===== src/core/ch1_front_pkg.sv =====
package ch1_front_pkg;

	// ---------------------------------------------------------------
	// Register map
	// ---------------------------------------------------------------
	localparam logic [7:0] ADDR_INPUT_MODE_SETUP   = 8'h18;
	localparam logic [7:0] ADDR_ENABLE_POLARITY    = 8'h20;
	localparam logic [7:0] ADDR_CAPTURE_VALUE      = 8'h34;
	localparam logic [7:0] ADDR_CHANNEL_STATUS     = 8'h40;

	// ---------------------------------------------------------------
	// Field positions
	// ---------------------------------------------------------------
	localparam int DIR_LSB     = 0;
	localparam int CAPDIV_LSB  = 2;
	localparam int FILT_LSB    = 4;
	localparam int EN_BIT      = 0;
	localparam int POL_BIT     = 1;
	localparam int POLAUX_BIT  = 3;

	// ---------------------------------------------------------------
	// Reset values and encodings
	// ---------------------------------------------------------------
	localparam logic [15:0] SETUP_RESET  = 16'h0000;
	localparam logic [15:0] ENPOL_RESET  = 16'h0000;
	localparam logic [1:0]  DIR_OUTPUT   = 2'h0;
	localparam logic [1:0]  DIR_TI_ONE   = 2'h1;
	localparam logic [1:0]  DIR_TI_TWO   = 2'h2;
	localparam logic [1:0]  DIR_TRIGGER  = 2'h3;
	localparam logic [1:0]  RESP_OKAY    = 2'h0;
	localparam logic [1:0]  RESP_SLVERR  = 2'h2;

	// ---------------------------------------------------------------
	// Carriers
	// ---------------------------------------------------------------
	typedef struct packed {
		logic [1:0] direction;
		logic [1:0] capture_divider;
		logic [3:0] input_filter;
		logic       enable;
		logic       polarity;
		logic       polarity_aux;
	} ch1_cfg_t;

	typedef struct packed {
		logic [5:0] divider;
		logic [3:0] length;
	} filt_sel_t;

	// Filter code to sampling divider and required agreeing samples.
	function automatic filt_sel_t filter_decode(input logic [3:0] code);
		filt_sel_t s;
		s = '{divider: 6'h01, length: 4'h1};
		unique case (code)
			4'h0: s = '{divider: 6'h01, length: 4'h1};
			4'h1: s = '{divider: 6'h01, length: 4'h2};
			4'h2: s = '{divider: 6'h01, length: 4'h4};
			4'h3: s = '{divider: 6'h01, length: 4'h8};
			4'h4: s = '{divider: 6'h02, length: 4'h6};
			4'h5: s = '{divider: 6'h02, length: 4'h8};
			4'h6: s = '{divider: 6'h04, length: 4'h6};
			4'h7: s = '{divider: 6'h04, length: 4'h8};
			4'h8: s = '{divider: 6'h08, length: 4'h6};
			4'h9: s = '{divider: 6'h08, length: 4'h8};
			4'ha: s = '{divider: 6'h10, length: 4'h5};
			4'hb: s = '{divider: 6'h10, length: 4'h5};
			4'hc: s = '{divider: 6'h10, length: 4'h8};
			4'hd: s = '{divider: 6'h20, length: 4'h5};
			4'he: s = '{divider: 6'h20, length: 4'h8};
			4'hf: s = '{divider: 6'h20, length: 4'h8};
		endcase
		return s;
	endfunction : filter_decode

endpackage : ch1_front_pkg


===== src/core/ch1_front.sv =====
// Overview of operation
// [RULE_01] Direction 00 output, else capture source select
// [RULE_02] Direction writable only while channel disabled
// [RULE_03] Capture every 1, 2, 4, 8 events
// [RULE_04] Filter code picks divider and sample count
// [RULE_05] Level passes after N agreeing divided samples
// [RULE_06] Output mode: enable gates compare output
// [RULE_07] Input mode: enable gates counter capture
// [RULE_08] Output polarity: 0 high, 1 low active
// [RULE_09] Input polarity 00 rising, 01 falling
// [RULE_10] Auxiliary polarity held clear in output mode
// [RULE_11] Disabled: output and drive enable both low
// [RULE_12] Pattern 11 both edges, 10 reserved
//
// The AXI4-Lite register port is this design's own decision.
`timescale 1ns/1ps
`default_nettype none

module ch1_front (
	input  wire logic        core_clk,
	input  wire logic        reset_n,
	input  wire logic [7:0]  s_axi_awaddr,
	input  wire logic        s_axi_awvalid,
	output var  logic        s_axi_awready,
	input  wire logic [31:0] s_axi_wdata,
	input  wire logic [3:0]  s_axi_wstrb,
	input  wire logic        s_axi_wvalid,
	output var  logic        s_axi_wready,
	output var  logic [1:0]  s_axi_bresp,
	output var  logic        s_axi_bvalid,
	input  wire logic        s_axi_bready,
	input  wire logic [7:0]  s_axi_araddr,
	input  wire logic        s_axi_arvalid,
	output var  logic        s_axi_arready,
	output var  logic [31:0] s_axi_rdata,
	output var  logic [1:0]  s_axi_rresp,
	output var  logic        s_axi_rvalid,
	input  wire logic        s_axi_rready,
	input  wire logic        timer_input_one,
	input  wire logic        timer_input_two,
	input  wire logic        internal_trigger_source,
	input  wire logic [15:0] counter_value,
	input  wire logic        compare_reference_level,
	output var  logic        compare_output_one,
	output var  logic        output_drive_enable,
	output var  logic        capture_event,
	output var  logic        filtered_edge_signal
);
	import ch1_front_pkg::*;

	typedef struct packed {
		logic        aw_held;
		logic [7:0]  aw_addr;
		logic        w_held;
		logic [31:0] w_data;
		logic [3:0]  w_strb;
		logic        bvalid;
		logic [1:0]  bresp;
		logic        rvalid;
		logic [31:0] rdata;
		logic [1:0]  rresp;
		ch1_cfg_t    cfg;
		logic [15:0] capture_value;
		logic        overcapture;
		logic        captured;
		logic        prev_level;
		logic [2:0]  event_cnt;
		logic        cap_pulse;
		logic        out_level;
		logic        out_enable;
		logic        edge_level;
	} front_state_t;

	front_state_t state_ff;
	front_state_t nxt_state;
	logic         filt_level;
	logic         raw_sel;
	logic         edge_rise;
	logic         edge_fall;
	logic         qualified;
	logic [2:0]   div_mask;
	logic         is_input;
	logic [31:0]  rd_word;
	logic         wr_go;

	// -----------------------------------------------------------------
	// Input source selection and conditioning
	// -----------------------------------------------------------------
	always_comb begin
		unique case (state_ff.cfg.direction)
			DIR_TI_ONE:  raw_sel = timer_input_one;          // [RULE_01]
			DIR_TI_TWO:  raw_sel = timer_input_two;          // [RULE_01]
			DIR_TRIGGER: raw_sel = internal_trigger_source;  // [RULE_01]
			DIR_OUTPUT:  raw_sel = 1'b0;                     // [RULE_01]
		endcase
	end

	ch1_input_filter u_filter (
		.core_clk     (core_clk),
		.reset_n      (reset_n),
		.raw_in       (raw_sel),
		.filter_code  (state_ff.cfg.input_filter),
		.filtered_out (filt_level)
	);

	function automatic logic [31:0] read_mux(input logic [7:0] a,
			input front_state_t s);
		logic [31:0] d;
		d = 32'h0000_0000;
		unique case (a)
			ADDR_INPUT_MODE_SETUP: d = {24'h00_0000, s.cfg.input_filter,
				s.cfg.capture_divider, s.cfg.direction};
			ADDR_ENABLE_POLARITY: d = {28'h000_0000, s.cfg.polarity_aux,
				1'b0, s.cfg.polarity, s.cfg.enable};
			ADDR_CAPTURE_VALUE: d = {16'h0000, s.capture_value};
			ADDR_CHANNEL_STATUS: d = {29'h0000_0000, s.prev_level,
				s.overcapture, s.captured};
			default: d = 32'h0000_0000;
		endcase
		return d;
	endfunction : read_mux

	function automatic logic known_addr(input logic [7:0] a);
		return a == ADDR_INPUT_MODE_SETUP || a == ADDR_ENABLE_POLARITY ||
			a == ADDR_CAPTURE_VALUE || a == ADDR_CHANNEL_STATUS;
	endfunction : known_addr

	assign is_input  = (state_ff.cfg.direction != DIR_OUTPUT);
	assign edge_rise = filt_level && !state_ff.prev_level;
	assign edge_fall = !filt_level && state_ff.prev_level;
	assign rd_word   = read_mux(s_axi_araddr, state_ff);
	assign wr_go     = state_ff.aw_held && state_ff.w_held &&
		!state_ff.bvalid;

	// -----------------------------------------------------------------
	// Next state
	// -----------------------------------------------------------------
	always_comb begin
		nxt_state = state_ff;
		nxt_state.cap_pulse  = 1'b0;
		nxt_state.prev_level = filt_level;

		// Edge choice from the two polarity bits.
		unique case ({state_ff.cfg.polarity_aux, state_ff.cfg.polarity})
			2'b00: qualified = edge_rise;              // [RULE_09]
			2'b01: qualified = edge_fall;              // [RULE_09]
			2'b11: qualified = edge_rise || edge_fall; // [RULE_12]
			2'b10: qualified = 1'b0;                   // [RULE_12]
		endcase
		// Only pattern 01 inverts; 11 senses both edges uninverted.
		nxt_state.edge_level = ({state_ff.cfg.polarity_aux,
			state_ff.cfg.polarity} == 2'b01) ?
			!filt_level : filt_level;             // [RULE_09] [RULE_12]

		unique case (state_ff.cfg.capture_divider)
			2'h0: div_mask = 3'h0;
			2'h1: div_mask = 3'h1;
			2'h2: div_mask = 3'h3;
			2'h3: div_mask = 3'h7;
		endcase

		// Events are counted even while capture is gated, so the
		// divider phase is kept; only the copy is blocked.
		if (is_input && qualified) begin
			nxt_state.event_cnt = (state_ff.event_cnt + 3'h1) & div_mask;
			if (state_ff.event_cnt == div_mask) begin // [RULE_03]
				if (state_ff.cfg.enable) begin // [RULE_07]
					nxt_state.capture_value = counter_value; // [RULE_07]
					nxt_state.cap_pulse     = 1'b1;
					nxt_state.captured      = 1'b1;
					if (state_ff.captured) begin
						nxt_state.overcapture = 1'b1;
					end
				end
			end
		end else if (!is_input) begin
			nxt_state.event_cnt = 3'h0;
		end

		// Output stage: disabled or input means pin low and not driven.
		if (!is_input && state_ff.cfg.enable) begin // [RULE_06]
			nxt_state.out_level  = compare_reference_level ^
				state_ff.cfg.polarity; // [RULE_08] [RULE_11]
			nxt_state.out_enable = 1'b1; // [RULE_11]
		end else begin
			nxt_state.out_level  = 1'b0; // [RULE_11]
			nxt_state.out_enable = 1'b0; // [RULE_11]
		end

		// AXI4-Lite write channels, taken in either order.
		if (s_axi_awvalid && !state_ff.aw_held) begin
			nxt_state.aw_held = 1'b1;
			nxt_state.aw_addr = s_axi_awaddr;
		end
		if (s_axi_wvalid && !state_ff.w_held) begin
			nxt_state.w_held = 1'b1;
			nxt_state.w_data = s_axi_wdata;
			nxt_state.w_strb = s_axi_wstrb;
		end
		if (wr_go) begin
			nxt_state.aw_held = 1'b0;
			nxt_state.w_held  = 1'b0;
			nxt_state.bvalid  = 1'b1;
			nxt_state.bresp   = known_addr(state_ff.aw_addr) ?
				RESP_OKAY : RESP_SLVERR;
			if (state_ff.w_strb[0]) begin
				unique case (state_ff.aw_addr)
					ADDR_INPUT_MODE_SETUP: begin
						if (!state_ff.cfg.enable) begin // [RULE_02]
							nxt_state.cfg.direction = state_ff.w_data[DIR_LSB +: 2];
						end
						nxt_state.cfg.capture_divider =
							state_ff.w_data[CAPDIV_LSB +: 2];
						nxt_state.cfg.input_filter    =
							state_ff.w_data[FILT_LSB +: 4];
						nxt_state.event_cnt           = 3'h0;
					end
					ADDR_ENABLE_POLARITY: begin
						nxt_state.cfg.enable       = state_ff.w_data[EN_BIT];
						nxt_state.cfg.polarity     = state_ff.w_data[POL_BIT];
						nxt_state.cfg.polarity_aux =
							state_ff.w_data[POLAUX_BIT];
					end
					ADDR_CHANNEL_STATUS: begin
						// Write one to clear; a new capture wins.
						if (state_ff.w_data[0] && !nxt_state.cap_pulse) begin
							nxt_state.captured = 1'b0;
						end
						if (state_ff.w_data[1] && !nxt_state.cap_pulse) begin
							nxt_state.overcapture = 1'b0;
						end
					end
					default: begin
					end
				endcase
			end
		end
		if (state_ff.bvalid && s_axi_bready) begin
			nxt_state.bvalid = 1'b0;
		end

		// Auxiliary polarity is forced clear in output mode.
		if (nxt_state.cfg.direction == DIR_OUTPUT) begin
			nxt_state.cfg.polarity_aux = 1'b0; // [RULE_10]
		end

		// AXI4-Lite read: one-cycle answer held until rready.
		if (state_ff.rvalid) begin
			if (s_axi_rready) begin
				nxt_state.rvalid = 1'b0;
			end
		end else if (s_axi_arvalid) begin
			nxt_state.rvalid = 1'b1;
			nxt_state.rdata  = rd_word;
			nxt_state.rresp  = known_addr(s_axi_araddr) ?
				RESP_OKAY : RESP_SLVERR;
		end
	end

	always_ff @(posedge core_clk or negedge reset_n) begin
		if (!reset_n) begin
			state_ff <= '0;
		end else begin
			state_ff <= nxt_state;
		end
	end

	// -----------------------------------------------------------------
	// Outputs
	// -----------------------------------------------------------------
	assign s_axi_awready       = !state_ff.aw_held;
	assign s_axi_wready        = !state_ff.w_held;
	assign s_axi_bvalid        = state_ff.bvalid;
	assign s_axi_bresp         = state_ff.bresp;
	assign s_axi_arready       = !state_ff.rvalid;
	assign s_axi_rvalid        = state_ff.rvalid;
	assign s_axi_rdata         = state_ff.rdata;
	assign s_axi_rresp         = state_ff.rresp;
	assign compare_output_one  = state_ff.out_level;
	assign output_drive_enable = state_ff.out_enable;
	assign capture_event       = state_ff.cap_pulse;
	assign filtered_edge_signal = state_ff.edge_level;
endmodule : ch1_front
`default_nettype wire


===== src/core/ch1_input_filter.sv =====
`timescale 1ns/1ps
`default_nettype none

module ch1_input_filter (
	input  wire logic                      core_clk,
	input  wire logic                      reset_n,
	input  wire logic                      raw_in,
	input  wire logic [3:0]                filter_code,
	output var  logic                      filtered_out
);
	import ch1_front_pkg::*;

	typedef struct packed {
		logic [5:0] div_cnt;
		logic [3:0] agree_cnt;
		logic       level;
	} filt_state_t;

	filt_state_t state_ff;
	filt_state_t nxt_state;
	filt_sel_t   sel;
	logic        sample_en;

	// -----------------------------------------------------------------
	// Sampling enable and agreement counter
	// -----------------------------------------------------------------
	always_comb begin
		nxt_state = state_ff;
		sel       = filter_decode(filter_code);
		sample_en = (state_ff.div_cnt >= sel.divider - 6'h01); // [RULE_05]
		if (sample_en) begin
			nxt_state.div_cnt = 6'h00;
		end else begin
			nxt_state.div_cnt = state_ff.div_cnt + 6'h01;
		end
		if (filter_code == 4'h0) begin
			// Bypass: follow the pin at the base sampling rate.
			nxt_state.level     = raw_in; // [RULE_04]
			nxt_state.agree_cnt = 4'h0;
		end else if (sample_en) begin
			if (raw_in == state_ff.level) begin
				nxt_state.agree_cnt = 4'h0;
			end else if (state_ff.agree_cnt + 4'h1 >= sel.length) begin
				nxt_state.level     = raw_in; // [RULE_05]
				nxt_state.agree_cnt = 4'h0;
			end else begin
				nxt_state.agree_cnt = state_ff.agree_cnt + 4'h1;
			end
		end
	end

	always_ff @(posedge core_clk or negedge reset_n) begin
		if (!reset_n) begin
			state_ff <= '0;
		end else begin
			state_ff <= nxt_state;
		end
	end

	assign filtered_out = state_ff.level;
endmodule : ch1_input_filter
`default_nettype wire


===== config.mk =====
export PLATFORM = sky130hd
export DESIGN_NAME = ch1_front
export DESIGN_NICKNAME = d
export VERILOG_FILES = /design/src/core/ch1_front_pkg.sv /design/src/core/ch1_front.sv /design/src/core/ch1_input_filter.sv
export SDC_FILE = /design/constraint.sdc
export NUM_CORES = 1
export LEC_CHECK = 0
export ABC_CLOCK_PERIOD_IN_PS = 3500
export BUFFER_PORTS_ARGS = -buffer_cell sky130_fd_sc_hd__buf_2
export CAP_MARGIN = 25
export CORE_MARGIN = 2
export CORE_UTILIZATION = 53
export CTS_BUF_LIST = sky130_fd_sc_hd__clkbuf_4 sky130_fd_sc_hd__clkbuf_8 sky130_fd_sc_hd__clkbuf_16
export DETAILED_ROUTE_END_ITERATION = 7
export PLACE_DENSITY = 0.8
export SYNTH_ARGS = -nofsm -noshare
export SYNTH_HDL_FRONTEND = slang
export SYNTH_SLANG_ARGS = --single-unit

===== constraint.sdc =====
create_clock -name core_clk -period 3.5 [get_ports core_clk]
set_input_delay 0.175 -clock core_clk [delete_from_list [all_inputs] [get_ports core_clk]]
set_output_delay 0.175 -clock core_clk [all_outputs]
set_load 0.05 [all_outputs]

Yosys cells after proc, flatten, opt, wreduce, memory -nomap -nowiden
Memory sizes are Yosys's and may differ from the RTL's.
Index checks and enable logic that the tools add are counted.
{"block": "word_totals", "reg_bits": 132, "latch_bits": 0, "mem_bits_rw": 0, "romBits": 160, "output_inout_bits": 45, "mem_count": 1}
{"block": "op_classes", "n_addsub": 4, "multipliers": 0, "n_div": 0, "order_cmp": 2, "eq_ne": 20, "shift": 0, "n_mux": 47, "n_bitwise": 3, "reduce_logical": 46}
{"memory": "(no name shown)", "words": 16, "width": 10, "rd": 1, "rd_ports_with_merged_regs": 0, "write_ports": 0, "line_no": "ch1_front_pkg.sv:54", "text": "unique case (code)"}
{"op": "one-hot mux 16 bit (4 select lines)", "count": 1}
{"op": "two-way mux 37 bit", "count": 1}
{"op": "two-way mux 35 bit", "count": 1}
{"op": "equality test 8 x 6 -> 1 bit (second input constant)", "count": 4}
{"op": "two-way mux 11 bit", "count": 2}
{"op": "two-way mux 3 bit", "count": 7}
{"op": "two-way mux 2 bit", "count": 10}
{"op": "nonzero test 2 bit", "count": 9}
{"op": "equality test 8 x 5 -> 1 bit (second input constant)", "count": 2}
{"op": "equality test 8 x 7 -> 1 bit (second input constant)", "count": 2}
{"op": "two-way mux 1 bit", "count": 15}
{"op": "AND reduction 3 bit", "count": 5}
{"op": "equality test 2 bit (second input constant)", "count": 6}
{"op": "one-hot mux 3 bit (4 select lines)", "count": 1}
{"op": "logical AND 1 bit", "count": 11}
{"op": "two-way mux 5 bit", "count": 2}
{"op": "two-way mux 9 bit", "count": 1}
{"op": "logical NOT 1 bit", "count": 8}
{"op": "logical NOT 2 bit", "count": 4}
{"op": "two-way mux 4 bit", "count": 2}
{"op": "two-way mux 8 bit", "count": 1}
{"op": "one-hot mux 1 bit (4 select lines)", "count": 2}
{"op": "logical OR 1 bit", "count": 7}
{"op": "adder 6 x 1 -> 6 bit (second input constant)", "count": 1}
{"op": "other kinds (15)", "count": 17}

Longest topological paths before layout
{"block": "logic_depth", "ltp_word": 12, "depth_mapped": 12, "depth_no_buf": 11}

Modules after synthesis
From an unflattened synthesis, not the netlist that was laid out.
{"block": "unflattened", "cells_unflattened": 407, "area_unflattened_um2": 4628.2}
{"module": "ch1_front", "n_inst": 1, "cells_per_inst": 305, "area_per_inst_um2": 3687.3, "seq_area_each_um2": 1901.8}
{"module": "ch1_input_filter", "n_inst": 1, "cells_per_inst": 102, "area_per_inst_um2": 940.9, "seq_area_each_um2": 275.3}

Worst setup path after synthesis
OpenSTA, ideal clock, no wires.
{"block": "synth_timing", "kind": "register to register", "start": "register state_ff[32] in the netlist's numbering", "end": "register u_filter.state_ff (netlist bit u_filter.filtered_out)", "setup_time_ns": 0.125, "arrival_time_ns": 2.415, "setup_slack_ns": 0.960, "stages_incl_launch_ff": 11, "synth_period_minus_slack_ns": 2.540, "cell_sequence": "dfrtp_1 clkbuf_1 or2_2 ha_1 nor2_1 a31oi_1 ha_1 nand4_1 o221ai_2 o21ai_1 mux2_2"}
{"block": "synth_between", "elab_chain_len": 5, "word_cells_on_any_way": 10}
{"item": "start, declared", "line_no": "ch1_front.sv:74", "text": "front_state_t state_ff;"}
{"item": "start signal, assigned", "line_no": "ch1_front.sv:264", "text": "state_ff <= nxt_state;"}
{"item": "memory read (16 x 10 bit)"}
{"item": "subtractor 6 x 1 -> 6 bit", "line_no": "ch1_input_filter.sv:30", "text": "sample_en = (state_ff.div_cnt >= sel.divider - 6'h01);"}
{"item": "greater-or-equal comparator 6 bit", "line_no": "ch1_input_filter.sv:30"}
{"item": "nonzero test 2 bit (no line)"}
{"item": "AND reduction 3 bit (no line)"}
{"item": "end signal, assigned", "line_no": "ch1_input_filter.sv:56", "text": "state_ff <= nxt_state;"}
{"item": "end, declared", "line_no": "ch1_input_filter.sv:19", "text": "filt_state_t state_ff;"}
Several ways; a longest one is shown, not always the timed one.
A chain may end at the register's enable or synchronous reset.

Final worst setup path
{"block": "layout_timing", "start": "register state_ff[31] in the netlist's numbering", "end": "register u_filter.state_ff (netlist bit u_filter.filtered_out)"}
Same word-level chain as after synthesis.

==> metrics.txt <==
Worst slew margin between 40% and 50%; critical path's slowest cell dfrtp_1; fmax roughly 350 MHz; YS warnings 0; count of pins over their slew limit 0; H-tree Lvls 3; total CTS buffers 9; post-DP HPWL 6180 µm; leakage 2.46 nW; top sig layer met4; crit path from state_ff[31]; # resized after CTS 0; cts hold-fix bufs 1; Die ar. between 0.009 and 0.01 mm²; maximum clock path buffer count 2; fill count about 730; Mapped Cells 404; Final setup viols 0; Cell Chain, Critical Path nand2b_1 > or2_2 > ha_1 > nor2_1 > a31oi_1 > ha_1 > nand4_1 > o221ai_2 > o21ai_1 > mux2_2; sequential-to-total area share from yosys stat 47.1%; area delta synth->final 10.8%; Ports ~120; clock skew about 17 ps; Layout Cells excl Fill 580; clk slew on worst S/H paths around 110 ps; largest net degree at the start of global routing 88; 1st-iter DRT viols around 120; cell mode on critical path ha_1; slew at the pin with the worst max-slew slack 791 ps; overall power roughly 3 mW; max-cap violation count 0; Post-synth ARST share 100%; Worst path depth 10; vias in the first global route 3,040; number of antenna violations at the first check in global routing 0; grt ovf 0; startpoint types flop; # DRC 0; Placer Congestion slightly below 0.8; Final ANT Viol Nets 0; Power Dens Cells between 500 and 600 mW/mm²; post-CTS setup buffers 0; Placed Cells between 500 and 600; reg-to-reg startpoint state_ff[31]; Crit Path Class flop to flop; share of post-route cells with drive strength above 1 between 30% and 40%; Post-Syn Area per Cell 11.4 µm²; first-pass GRT wire length 14,300 µm; Setup Total Neg Slack 0 ps; Initial Util between 50% and 60%; final instance area approximately 0.005 mm²; Worst Path Max Fanout 14; DP Area 0.00488 mm²; metal3 WL about 420 µm; n_diodes 0; Arr. time, crit path ~3100 ps; CORE AREA approximately 0.0086 mm²; met2 WL post-DR around 4000 µm; outcome completed; Post-Syn Area 0.00462 mm²; reg2reg setup slack 630 ps; wl on met1 3870 µm; worst path bufs/invs 0; Routed WL approximately 8500 µm; vias after detailed routing slightly above 3,000; Vias/cell between 5 and 6; Crit. End Element flop; minimum clock period 2870 ps; RSZ-0062 raised after global routing no; First-pass DRT Iterations 5; worst reg-to-reg path cell count 10; die width 97.4 µm; CTS tree yes; post-DR wirelength/cell between 10 and 15 µm; end of the critical path u_filter.filtered_out; flops & latches, synth 87; period utilization between 80% and 90%; clk root buf clkbuf_8; EDFF count, synth 0; Hold Slack around 23 ps; slowest stage delay, CP approximately 630 ps; placement row count 34; worst min-delay path class input port to flop; clk sink count 87; clk_lat worst skew 370 ps; Required @ worst endpoint about 3800 ps; ys flop type dfrtp_1; final net count 563; port bufs 78; final hold violations 0; Cell variety after synth 60; all-layer global routing usage a little under a fifth; Reg2Reg Capture Point u_filter.filtered_out; chip height 97.4 µm; Max VDD drop ~0.52 mV; cell family with most CP delay simple AND/OR/NAND/NOR gates
-- how the worst min path moves through the flow --
stage                          to             start  cells past startpoint  slack (ps)
detailed placement   s_axi_rvalid      s_axi_rready                      2         360
finish               state_ff[10]  counter_value[0]                      2          20
CTS                  state_ff[18]  counter_value[8]                      2          10
floorplan           capture_event           reset_n                      0        -120
global route         state_ff[10]  counter_value[0]                      2           8
global placement     s_axi_rvalid      s_axi_rready                      2         360
-- metrics by stage --
stage                     setup WS (ps)  util, %
after detailed placement            679     56.8
after global placement              753     56.8
after global routing                433     59.6
final                               635     59.6
after CTS                           647     59.2
after floorplan                     960        -
-- where the power goes --
part / internal (mW) / switching [mW]
clock network: 0.283 / 0.413
registers: 1.18 / 0.174
logic: 0.360 / 0.547
-- cells in the mapped netlist (3+ instances only) --
cell,count,area share (%)
nand2_1,26,2.1
a21oi_1,6,0.65
nor3_1,6,0.65
or2_2,4,0.54
nor2b_1,7,0.95
nor2_1,25,2.0
mux2_2,42,10
dfrtp_1,87,47
buf_4,38,6.2
a21o_1,5,0.81
a22oi_1,4,0.65
nand3_1,4,0.43
inv_1,12,0.97
xor2_1,6,1.1
a22o_1,15,2.8
clkbuf_1,5,0.41
nor4_4,3,1.4
a31oi_1,6,0.81
xnor2_1,5,0.95
mux2i_1,5,1.1
nand2b_1,9,1.2
nand3b_1,3,0.49
ha_1,17,4.6
buf_6,3,0.73
o21ai_0,17,1.8
-- area by class of cell --
| type | count | area [µm²] | area share, % |
|---|---|---|---|
| clock buffer | 9 | 124 | 2.42 |
| clock inverter | 7 | 70.1 | 1.37 |
| inverter | 12 | 45.0 | 0.880 |
| multi-input combinational | 275 | 2120 | 41.4 |
| sequential | 87 | 2180 | 42.5 |
| tap | 108 | 135 | 2.64 |
| timing repair buffer | 82 | 448 | 8.75 |
-- worst register-to-register path, delay by kind of cell, from the launching register on --
family / cells / cell delay [ps]
and+or+nand+nor: 4 / 700
AOI/OAI and AO/OA: 3 / 640
DFF: 1 / 630
adders and majority gates: 2 / 520
muxes: 1 / 280
-- cell usage in the layout, fill, tap and decap left out, drive strengths merged, types with 3 or more instances in the layout --
cell / netlist / final
mux2: 43 / 43
nand2: 26 / 26
nor2: 26 / 26
nor3b: 4 / 4
o21ai: 19 / 19
ha: 17 / 17
inv: 12 / 18
a21oi: 6 / 6
xor2: 6 / 6
nand2b: 9 / 9
clkbuf: 5 / 9
a32oi: 3 / 3
or2: 6 / 6
nor3: 7 / 7
nand3b: 3 / 3
nor2b: 7 / 7
a22o: 15 / 15
a21o: 5 / 5
mux2i: 5 / 5
a31oi: 6 / 6
conb: 2 / 19
a22oi: 4 / 4
nor4: 7 / 7
dfrtp: 87 / 87
xnor2: 5 / 5
buf: 42 / 80
nand3: 5 / 5
-- state kept, by name (all words and copies together), names as in the netlist --
| register | flops |
|---|---|
| s_axi_bvalid | 1 |
| output_drive_enable | 1 |
| u_filter.filtered_out | 1 |
| s_axi_rdata | 16 |
| u_filter.state_ff | 10 |
| compare_output_one | 1 |
| filtered_edge_signal | 1 |
| capture_event | 1 |
| s_axi_rresp | 1 |
| s_axi_rvalid | 1 |
| state_ff | 52 |
| s_axi_bresp | 1 |
-- logic make-up (layout without fill, tap and decap cells) --
| family | after synthesis | in the layout | share of synthesized area, % |
|---|---|---|---|
| flops | 87 | 87 | 47.1 |
| buf+inv | 59 | 110 | 8.39 |
| fa+ha+maj | 17 | 17 | 4.60 |
| other cells | 2 | 19 | 0.162 |
| compound gates | 70 | 70 | 11.4 |
| mux | 48 | 48 | 11.6 |
| xor+xnor | 11 | 11 | 2.08 |
| simple gates | 110 | 110 | 14.6 |
-- layer usage --
metal  GRT usage [%]  up-vias
li1                -     1509
met5               0        -
met1            24.5     1505
met3            3.74       11
met4            7.59        0
met2            30.0       84
No activity file was read; power rests on OpenSTA's default activity.
